### src/hw/adcts_pkg.sv
// Purpose: Shared constants for the sequencer trigger-select block
// Assumes: APB, 32-bit data, one word per register
// Notes:   Register offsets are byte addresses
package adcts_pkg;
    localparam int          NUM_SEQ          = 4;
    localparam int          SEL_W            = 4;
    localparam logic [11:0] TRIG_SEL_OFFSET  = 12'h014;
    localparam logic [11:0] TRIG_STAT_OFFSET = 12'h018;
    localparam logic [31:0] TRIG_SEL_RESET   = 32'h0000_0000;
    localparam int          SEQ0_LSB         = 0;
    localparam int          SEQ1_LSB         = 4;
    localparam int          SEQ2_LSB         = 8;
    localparam int          SEQ3_LSB         = 12;
    localparam int          SEL_FIELD_BITS   = 16;

    typedef enum logic [3:0] {
        ADCTS_SRC_SOFT   = 4'h0,
        ADCTS_SRC_COMP0  = 4'h1,
        ADCTS_SRC_EXT    = 4'h4,
        ADCTS_SRC_TIMER  = 4'h5,
        ADCTS_SRC_PWM0   = 4'h6,
        ADCTS_SRC_PWM1   = 4'h7,
        ADCTS_SRC_PWM2   = 4'h8,
        ADCTS_SRC_ALWAYS = 4'hF
    } adcts_src_t;

    typedef enum logic [1:0] {
        ADCTS_IDLE   = 2'b01,
        ADCTS_ACCESS = 2'b10
    } adcts_state_t;
endpackage

### src/hw/adcts_top.sv
// Purpose: APB-reached trigger-source select for four ADC sample sequencers
// Assumes: All trigger inputs synchronous to pclk, single-cycle pulses or levels
// Notes:   Start outputs are registered, one cycle after the chosen source
//
// The APB register port and the register addresses were chosen for this implementation.
`timescale 1ns/1ps
module adcts_top
    import adcts_pkg::*;
#(
    parameter int ADDR_W = 12
)
(
    // APB slave
    input  wire logic              pclk,
    input  wire logic              presetn,
    input  wire logic              psel,
    input  wire logic              penable,
    input  wire logic              pwrite,
    input  wire logic [ADDR_W-1:0] paddr,
    input  wire logic [31:0]       pwdata,
    input  wire logic [3:0]        pstrb,
    output logic [31:0]            prdata,
    output logic                   pready,
    output logic                   pslverr,
    // Trigger sources
    input  wire logic [3:0]        soft_req,
    input  wire logic              comp0_trig,
    input  wire logic              external_trigger_pin,
    input  wire logic              timer_trig,
    input  wire logic [2:0]        pwm_trig,
    // Sequencer starts
    output logic [3:0]             seq_start
);
    // Refused at elaboration: the decode needs the full 12-bit offset
    if (ADDR_W < 12 || ADDR_W > 32) begin : g_bad_addr_w
        $error("adcts_top: ADDR_W must be 12..32");
    end

    function automatic logic [3:0] field_of(input logic [31:0] word, input int lsb);
        field_of = word[lsb +: SEL_W];
    endfunction

    logic [31:0]  sel_reg, sel_next;
    logic [31:0]  rdata_reg, rdata_next;
    logic         err_reg, err_next;
    logic [3:0]   start_reg, start_next;
    adcts_state_t state_reg, state_next;
    logic [3:0]   mux_start;
    logic [3:0]   mux_valid;
    logic         hit_sel, hit_stat, setup;
    logic [31:0]  paddr_ext;

    // Widened so the upper-bit check holds for every legal ADDR_W, 12 included
    assign paddr_ext = 32'(paddr);
    assign setup     = psel && !penable;
    assign hit_sel   = paddr_ext == 32'(TRIG_SEL_OFFSET);
    assign hit_stat  = paddr_ext == 32'(TRIG_STAT_OFFSET);

    // Zero-wait slave: the access phase always completes at once
    assign pready  = 1'b1;
    assign prdata  = rdata_reg;
    assign pslverr = err_reg;

    always_comb begin
        state_next = state_reg;
        sel_next   = sel_reg;
        rdata_next = rdata_reg;
        err_next   = err_reg;
        case (state_reg)
            ADCTS_IDLE: begin
                if (setup) begin
                    state_next = ADCTS_ACCESS;
                    err_next   = !(hit_sel || (hit_stat && !pwrite));
                    rdata_next = 32'h0000_0000;
                    if (!pwrite && hit_sel) begin
                        rdata_next = sel_reg;
                    end else if (!pwrite && hit_stat) begin
                        rdata_next = {28'h000_0000, mux_valid};
                    end
                end
            end
            ADCTS_ACCESS: begin
                // Write commits only at the completing access edge
                if (psel && penable && pwrite && hit_sel) begin
                    for (int b = 0; b < 2; b++) begin
                        if (pstrb[b]) begin
                            sel_next[b*8 +: 8] = pwdata[b*8 +: 8];
                        end
                    end
                    sel_next[31:SEL_FIELD_BITS] = 16'h0000;
                end
                state_next = ADCTS_IDLE;
            end
            default: state_next = ADCTS_IDLE;
        endcase
    end

    // One mux per sequencer; reserved codes fall to no source
    for (genvar s = 0; s < NUM_SEQ; s++) begin : g_mux
        adcts_trig_mux u_mux (
            .sel        (field_of(sel_reg, s * SEL_W)),
            .soft_req   (soft_req[s]),
            .comp0_trig (comp0_trig),
            .ext_trig   (external_trigger_pin),
            .timer_trig (timer_trig),
            .pwm_trig   (pwm_trig),
            .start      (mux_start[s]),
            .sel_valid  (mux_valid[s])
        );
    end

    always_comb begin
        start_next = mux_start;
    end

    always_ff @(posedge pclk or negedge presetn) begin
        if (!presetn) begin
            state_reg <= ADCTS_IDLE;
            sel_reg   <= TRIG_SEL_RESET;
            rdata_reg <= 32'h0000_0000;
            err_reg   <= 1'b0;
            start_reg <= 4'h0;
        end else begin
            state_reg <= state_next;
            sel_reg   <= sel_next;
            rdata_reg <= rdata_next;
            err_reg   <= err_next;
            start_reg <= start_next;
        end
    end

    assign seq_start = start_reg;

    a_always_mode: assert property (@(posedge pclk) disable iff (!presetn)
        sel_reg[3:0] == 4'hF |=> seq_start[0])
        else $error("continuous mode did not start sequencer 0");
    a_ext_route: assert property (@(posedge pclk) disable iff (!presetn)
        sel_reg[11:8] == 4'h4 |=> seq_start[2] == $past(external_trigger_pin))
        else $error("sequencer 2 not following external pin");
    a_timer_route: assert property (@(posedge pclk) disable iff (!presetn)
        sel_reg[7:4] == 4'h5 |=> seq_start[1] == $past(timer_trig))
        else $error("sequencer 1 not following timer");
    a_pwm2_route: assert property (@(posedge pclk) disable iff (!presetn)
        sel_reg[15:12] == 4'h8 |=> seq_start[3] == $past(pwm_trig[2]))
        else $error("sequencer 3 not following pwm 2");
    a_pwm_route: assert property (@(posedge pclk) disable iff (!presetn)
        sel_reg[3:0] == 4'h6 |=> seq_start[0] == $past(pwm_trig[0]))
        else $error("sequencer 0 not following pwm 0");
    a_soft_route: assert property (@(posedge pclk) disable iff (!presetn)
        sel_reg[3:0] == 4'h0 |=> seq_start[0] == $past(soft_req[0]))
        else $error("sequencer 0 not following software request");
    a_comp_route: assert property (@(posedge pclk) disable iff (!presetn)
        sel_reg[7:4] == 4'h1 |=> seq_start[1] == $past(comp0_trig))
        else $error("sequencer 1 not following comparator");
    a_reserved_quiet: assert property (@(posedge pclk) disable iff (!presetn)
        (sel_reg[11:8] == 4'h2 || sel_reg[11:8] == 4'hA) |=> !seq_start[2])
        else $error("reserved code produced a start");
    a_write_lands: assert property (@(posedge pclk) disable iff (!presetn)
        psel && penable && pwrite && hit_sel && pstrb[0] && state_reg == ADCTS_ACCESS
        |=> sel_reg[7:0] == $past(pwdata[7:0]))
        else $error("write to select register lost");

    c_write: cover property (@(posedge pclk) psel && penable && pwrite && hit_sel);
    c_read: cover property (@(posedge pclk) psel && penable && !pwrite && hit_sel);
    c_always: cover property (@(posedge pclk) sel_reg[15:12] == 4'hF);
    c_bad_addr: cover property (@(posedge pclk) psel && penable && pslverr);
endmodule

### src/hw/adcts_trig_mux.sv
// Purpose: Trigger mux for one sample sequencer
// Assumes: Trigger sources are synchronous to pclk
// Notes:   Reserved codes select no source
`timescale 1ns/1ps
module adcts_trig_mux
    import adcts_pkg::*;
(
    // Selection
    input  wire logic [3:0] sel,
    // Sources
    input  wire logic       soft_req,
    input  wire logic       comp0_trig,
    input  wire logic       ext_trig,
    input  wire logic       timer_trig,
    input  wire logic [2:0] pwm_trig,
    // Result
    output logic            start,
    output logic            sel_valid
);
    always_comb begin
        start     = 1'b0;
        sel_valid = 1'b1;
        case (sel)
            ADCTS_SRC_SOFT:   start = soft_req;
            ADCTS_SRC_COMP0:  start = comp0_trig;
            ADCTS_SRC_EXT:    start = ext_trig;
            // Timer pulses only arrive once its own output trigger is enabled
            ADCTS_SRC_TIMER:  start = timer_trig;
            ADCTS_SRC_PWM0:   start = pwm_trig[0];
            ADCTS_SRC_PWM1:   start = pwm_trig[1];
            ADCTS_SRC_PWM2:   start = pwm_trig[2];
            ADCTS_SRC_ALWAYS: start = 1'b1;
            default: begin
                start     = 1'b0;
                sel_valid = 1'b0;
            end
        endcase
    end
endmodule

### config.mk
export PLATFORM = sky130hd
export DESIGN_NAME = adcts_top
export DESIGN_NICKNAME = d
export VERILOG_FILES = /design/src/hw/adcts_pkg.sv /design/src/hw/adcts_top.sv /design/src/hw/adcts_trig_mux.sv
export SDC_FILE = /design/constraint.sdc
export NUM_CORES = 1
export LEC_CHECK = 0
export BUFFER_PORTS_ARGS = -buffer_cell sky130_fd_sc_hd__buf_4
export CORE_MARGIN = 5
export CORE_UTILIZATION = 45
export DETAILED_ROUTE_END_ITERATION = 16
export PLACE_DENSITY = 0.78
export SLEW_MARGIN = 20
export SYNTH_ARGS = -nofsm -noshare
export SYNTH_HDL_FRONTEND = slang
export SYNTH_SLANG_ARGS = --single-unit
### constraint.sdc
create_clock -name pclk -period 1.6 [get_ports pclk]
set_input_delay 0.48 -clock pclk [delete_from_list [all_inputs] [get_ports pclk]]
set_output_delay 0.48 -clock pclk [all_outputs]
set_load 0.05 [all_outputs]
## Yosys cells after proc, flatten, opt, wreduce, memory -nomap -nowiden

Index checks and enable logic that the tools add are counted.

| word-level totals | value |
|---|---|
| register bits | 55 |
| input port bits | 63 |
| output and inout port bits | 38 |
| word-level logic and storage cells | 72 |

| cells by class | value |
|---|---|
| eq/ne operators | 33 |
| muxes and demuxes | 12 |
| reductions and logical operators | 21 |

Operators with widths:

| operator | number |
|---|---|
| $eq A4 B3 Y1 const B | 16 |
| $eq A4 B4 Y1 const B | 8 |
| $pmux W1 S8 | 4 |
| $reduce_or A8 Y1 | 4 |
| $eq A12 B5 Y1 const B | 2 |
| $eq A4 B1 Y1 const B | 4 |
| $logic_not A4 Y1 | 4 |
| $mux W16 | 1 |
| $logic_and A1 B1 Y1 | 6 |
| $reduce_and A3 Y1 | 2 |
| $mux W1 | 4 |
| $mux W2 | 2 |
| $mux W4 | 1 |
| $logic_not A1 Y1 | 3 |
| $eq A2 B1 Y1 const B | 1 |
| $eq A2 B2 Y1 const B | 1 |
| $ne A2 B2 Y1 const B | 1 |
| $reduce_and A2 Y1 | 1 |
| $logic_or A1 B1 Y1 | 1 |

## Logic depth before layout (Yosys ltp)

| logic depth | value |
|---|---|
| depth after elaboration | 5 |
| mapped depth | 6 |
| depth with buffers taken out | 4 |

## Cells and area by module

Synthesis repeated with hierarchy kept, for this count alone.

| second synthesis, totals | value |
|---|---|
| cell total of the unflattened synthesis | 161 |
| area total of the unflattened synthesis | 2043.2 µm² |

Modules (own cells, without submodules):

| module | times used | cells an instance | area an instance (µm²) | sequential area each (µm²) |
|---|---|---|---|---|
| adcts_top | 1 | 121 | 1667.8 | 977.2 |
| adcts_trig_mux | 4 | 10 | 93.8 | 0.0 |

## Worst setup path after synthesis

OpenSTA, ideal clock, no wires.

| timing path | value |
|---|---|
| kind | input -> register |
| start point | in paddr[5] |
| end point | reg sel_reg[0] |
| library setup time | 125 ps |
| arrival | 1531 ps |
| data required time | 1475 ps |
| setup slack | -56 ps |
| cell stages on the path | 5 |
| cell sequence | nor4b_2 and3_1 buf_6 nand3_4 mux2_4 |

| on the way | value |
|---|---|
| word-level cells in the longest chain between the ends | 3 |

Ends and longest elaborated chain:

| element | RTL line | text |
|---|---|---|
| from (decl) | adcts_top.sv:19 | `input wire logic [ADDR_W-1:0] paddr,` |
| $eq A12 B5 Y1 | adcts_top.sv:56 | `assign hit_sel = paddr_ext == 32'(TRIG_SEL_OFFSET);` |
| $logic_and A1 B1 Y1 | adcts_top.sv:84 | `if (psel && penable && pwrite && hit_sel) begin` |
| $reduce_and A3 Y1 (no line) | n/a |  |
| to (signal assigned) | adcts_top.sv:125 | `sel_reg <= sel_next;` |
| to (decl) | adcts_top.sv:43 | `logic [31:0] sel_reg, sel_next;` |

Every way passes these cells.
A chain may end at the register's enable or synchronous reset.

## Worst setup path in the final report

| timing path | value |
|---|---|
| start point | in paddr[1] |
| end point | reg sel_reg[12] |

The elaborated chain is that of the path after synthesis.

==> flow_summary.toml <==
[global_route]
grt.overflow.total = 0
grt_usage = 0.1678
grt_pass1_wl_mm = 8.197
antenna_found_initial = 0
grt_max_degree = 40
grt_pass1_vias = 1657

[detailed_routing]
wl_per_cell_um = 16.79
drtIter0Drc = 117
vias = 1604
routed_via_density = 5.419
first_pass_iters = 4
drc = 0
postRouteAntennaNets = 0
routed_wl_mm = 4.971

[placement]
place_hpwl_mm = 3.783
gp_congestion = 0.7486
port_buffers = 65

[cells_and_area]
postLayoutCoreUtil = 0.6236
syn2layout_area_growth_pct = 32.05
fin_nets = 306
n_antenna_cell = 0
drive_above_1_share = 0.4795

[worst_hold_path]
hold_class = "primary input to async pin"

[timing]
clock.fmax_ghz = 0.6694
fin_skew_ps = 6.366
setup_viol = 0
hold_viol_final = 0
rsz0062_at_grt = "no"
fin_crit_sh = 0.9337
fin_crit_ps = 1494
final.setup.tns_ps = 0
report.final.slew_viol_count = 0

[critical_path]
critPathCaptureType = "flop"
crit_chain = "buf_4 -> nor4b_4 -> and3_4 -> nand3_4 -> mux2_4"
crit_arrival_ps = 1670
required_ps = 1780
cp-start-kind = "primary input"
cp_max_fo = 8
critPathSlowestCell = "mux2_4"
ff2ff_setup_slack_ps = 150
path_class = "primary input to flop"
crit_path_max_incr_delay_ps = 340

[die]
dieArea_um2 = 6093
rows = 24
die-height_um = 78.06
initial_core_util = 0.4722
fp.dieW_um = 78.06
core-area_um2 = 4414
top_level_ports = 101

[clocking]
clock_latency_ps = 300
cts.path.max_buffers = 2
post_cts.repair.setup_buffers = 0
cts_root_buf = "clkbuf_8"
cts_tree = "yes"
htreeDepth = 2
ctsHoldBuffers = 0
clock-sinks = 39
clkTransAtPathRegs_ps = 80
cts-buffers-inserted = 5

[synth]
synth_area_um2 = 2084
synth_top_cell_by_area = "dfrtp_1"
synth.distinct_cells = 39
synthFlopType = "dfrtp_1"
synth_common_cells = "38 x dfrtp_1, 19 x buf_4, 16 x mux2_4"
synth.avg_cell_area_um2 = 12.26
yosys_warnings = 0
synth_edf_count = 0
async_reset_ff_frac = 1.000
synth_top_area_frac = 0.4562
ys_seq_area_frac = 0.4688
post_synth_inst_count = 170
synth_most_common_cell = "dfrtp_1"
synthTopCellsByArea = "dfrtp_1 46%, mux2_4 12%, buf_4 6.8%"
ys_seq_elements = 39

[job]
drv_cap = 0

[power]
finalPower_uw = 1951
p_per_area_nw_per_um2 = 708.9
p_leak_uw = 0.001375
irDropWorstVdd_mv = 0.3175

[status]
status = "complete, no violations"
-- per-stage QoR --
stage,instances,setup slack [ps],instance area (um2),hold slack [ps]
final,296,106.0,2753,140.9
after global routing,296,38.93,2753,178.0
after CTS,296,29.12,2746,151.7
after detailed placement,288,-342.1,2661,479.1
after global placement,288,-310.2,2661,471.6
after floorplan,185,-32.10,2167,184.4
-- layer usage --
| metal | vias up | GRT usage | part of all wire |
|---|---|---|---|
| li1 | 743 | - | - |
| met1 | 788 | 0.2148 | 0.42 |
| met2 | 67 | 0.2657 | 0.48 |
| met3 | 6 | 0.05263 | 0.084 |
| met4 | 0 | 0.06419 | 0.015 |
| met5 | - | 0 | 0 |
-- worst paths after layout --
check                      cells after the start          from            to
setup / recovery                               5      paddr[1]   sel_reg[12]
hold / removal                                 1       presetn  seq_start[2]
setup reg to reg                               3  state_reg[0]     prdata[1]
hold reg to reg                                2     prdata[0]     prdata[0]
max in group asynchronous                      1       presetn  state_reg[0]
min in group pclk                              2     pwdata[8]    sel_reg[8]
-- cells in the final DEF, fill, tap and decap left out, drive strengths merged, types with 3 or more instances in the layout --
cell type | synthesis | layout
dfrtp | 38 | 38
mux4 | 4 | 4
nor3 | 5 | 5
o21ai | 6 | 6
nand2 | 6 | 6
nor2 | 6 | 6
conb | 2 | 17
clkinv | 0 | 3
mux2 | 18 | 18
nand3 | 4 | 4
a22o | 12 | 12
clkbuf | 6 | 5
a32oi | 5 | 5
a21oi | 6 | 6
nor2b | 3 | 3
a31oi | 4 | 4
nor4b | 4 | 4
buf | 21 | 78
-- worst max-delay path: cells and delay by family --
kind          cells  cell delay, ps
simple gates      3             720
mux               1             340
buf+inv           1             120
-- area by class of cell --
cell class / instances / area [um2]
timing repair buffer: 78 / 610.6
fill: 375 / 1662
multi-input combinational: 117 / 1008
clock buffer: 5 / 68.82
tap: 52 / 65.06
clock inverter: 3 / 15.01
sequential: 39 / 977.2
inverter: 2 / 7.507
-- where the power goes --
part	total [uW]	internal (uW)	leakage (uW)	switching, uW
clock	650	298	0.0000477	351
sequential	997	994	0.000526	3.24
combinational	304	116	0.000800	188
total	1950	1410	0.00137	543
-- cell families after synthesis --
logic type             share of synthesized area
DFF                                       0.4688
and+or+nand+nor                           0.1273
muxes                                     0.1789
AOI/OAI and AO/OA                         0.1308
other                                   0.003603
buffers and inverters                    0.09064
-- what timing repair did --
item                                    in CTS  in global routing
endpoints found under the setup margin      28                 12
resized for setup                            1                  2
pin swaps                                    0                  1
(Power assumes the default switching activity.)
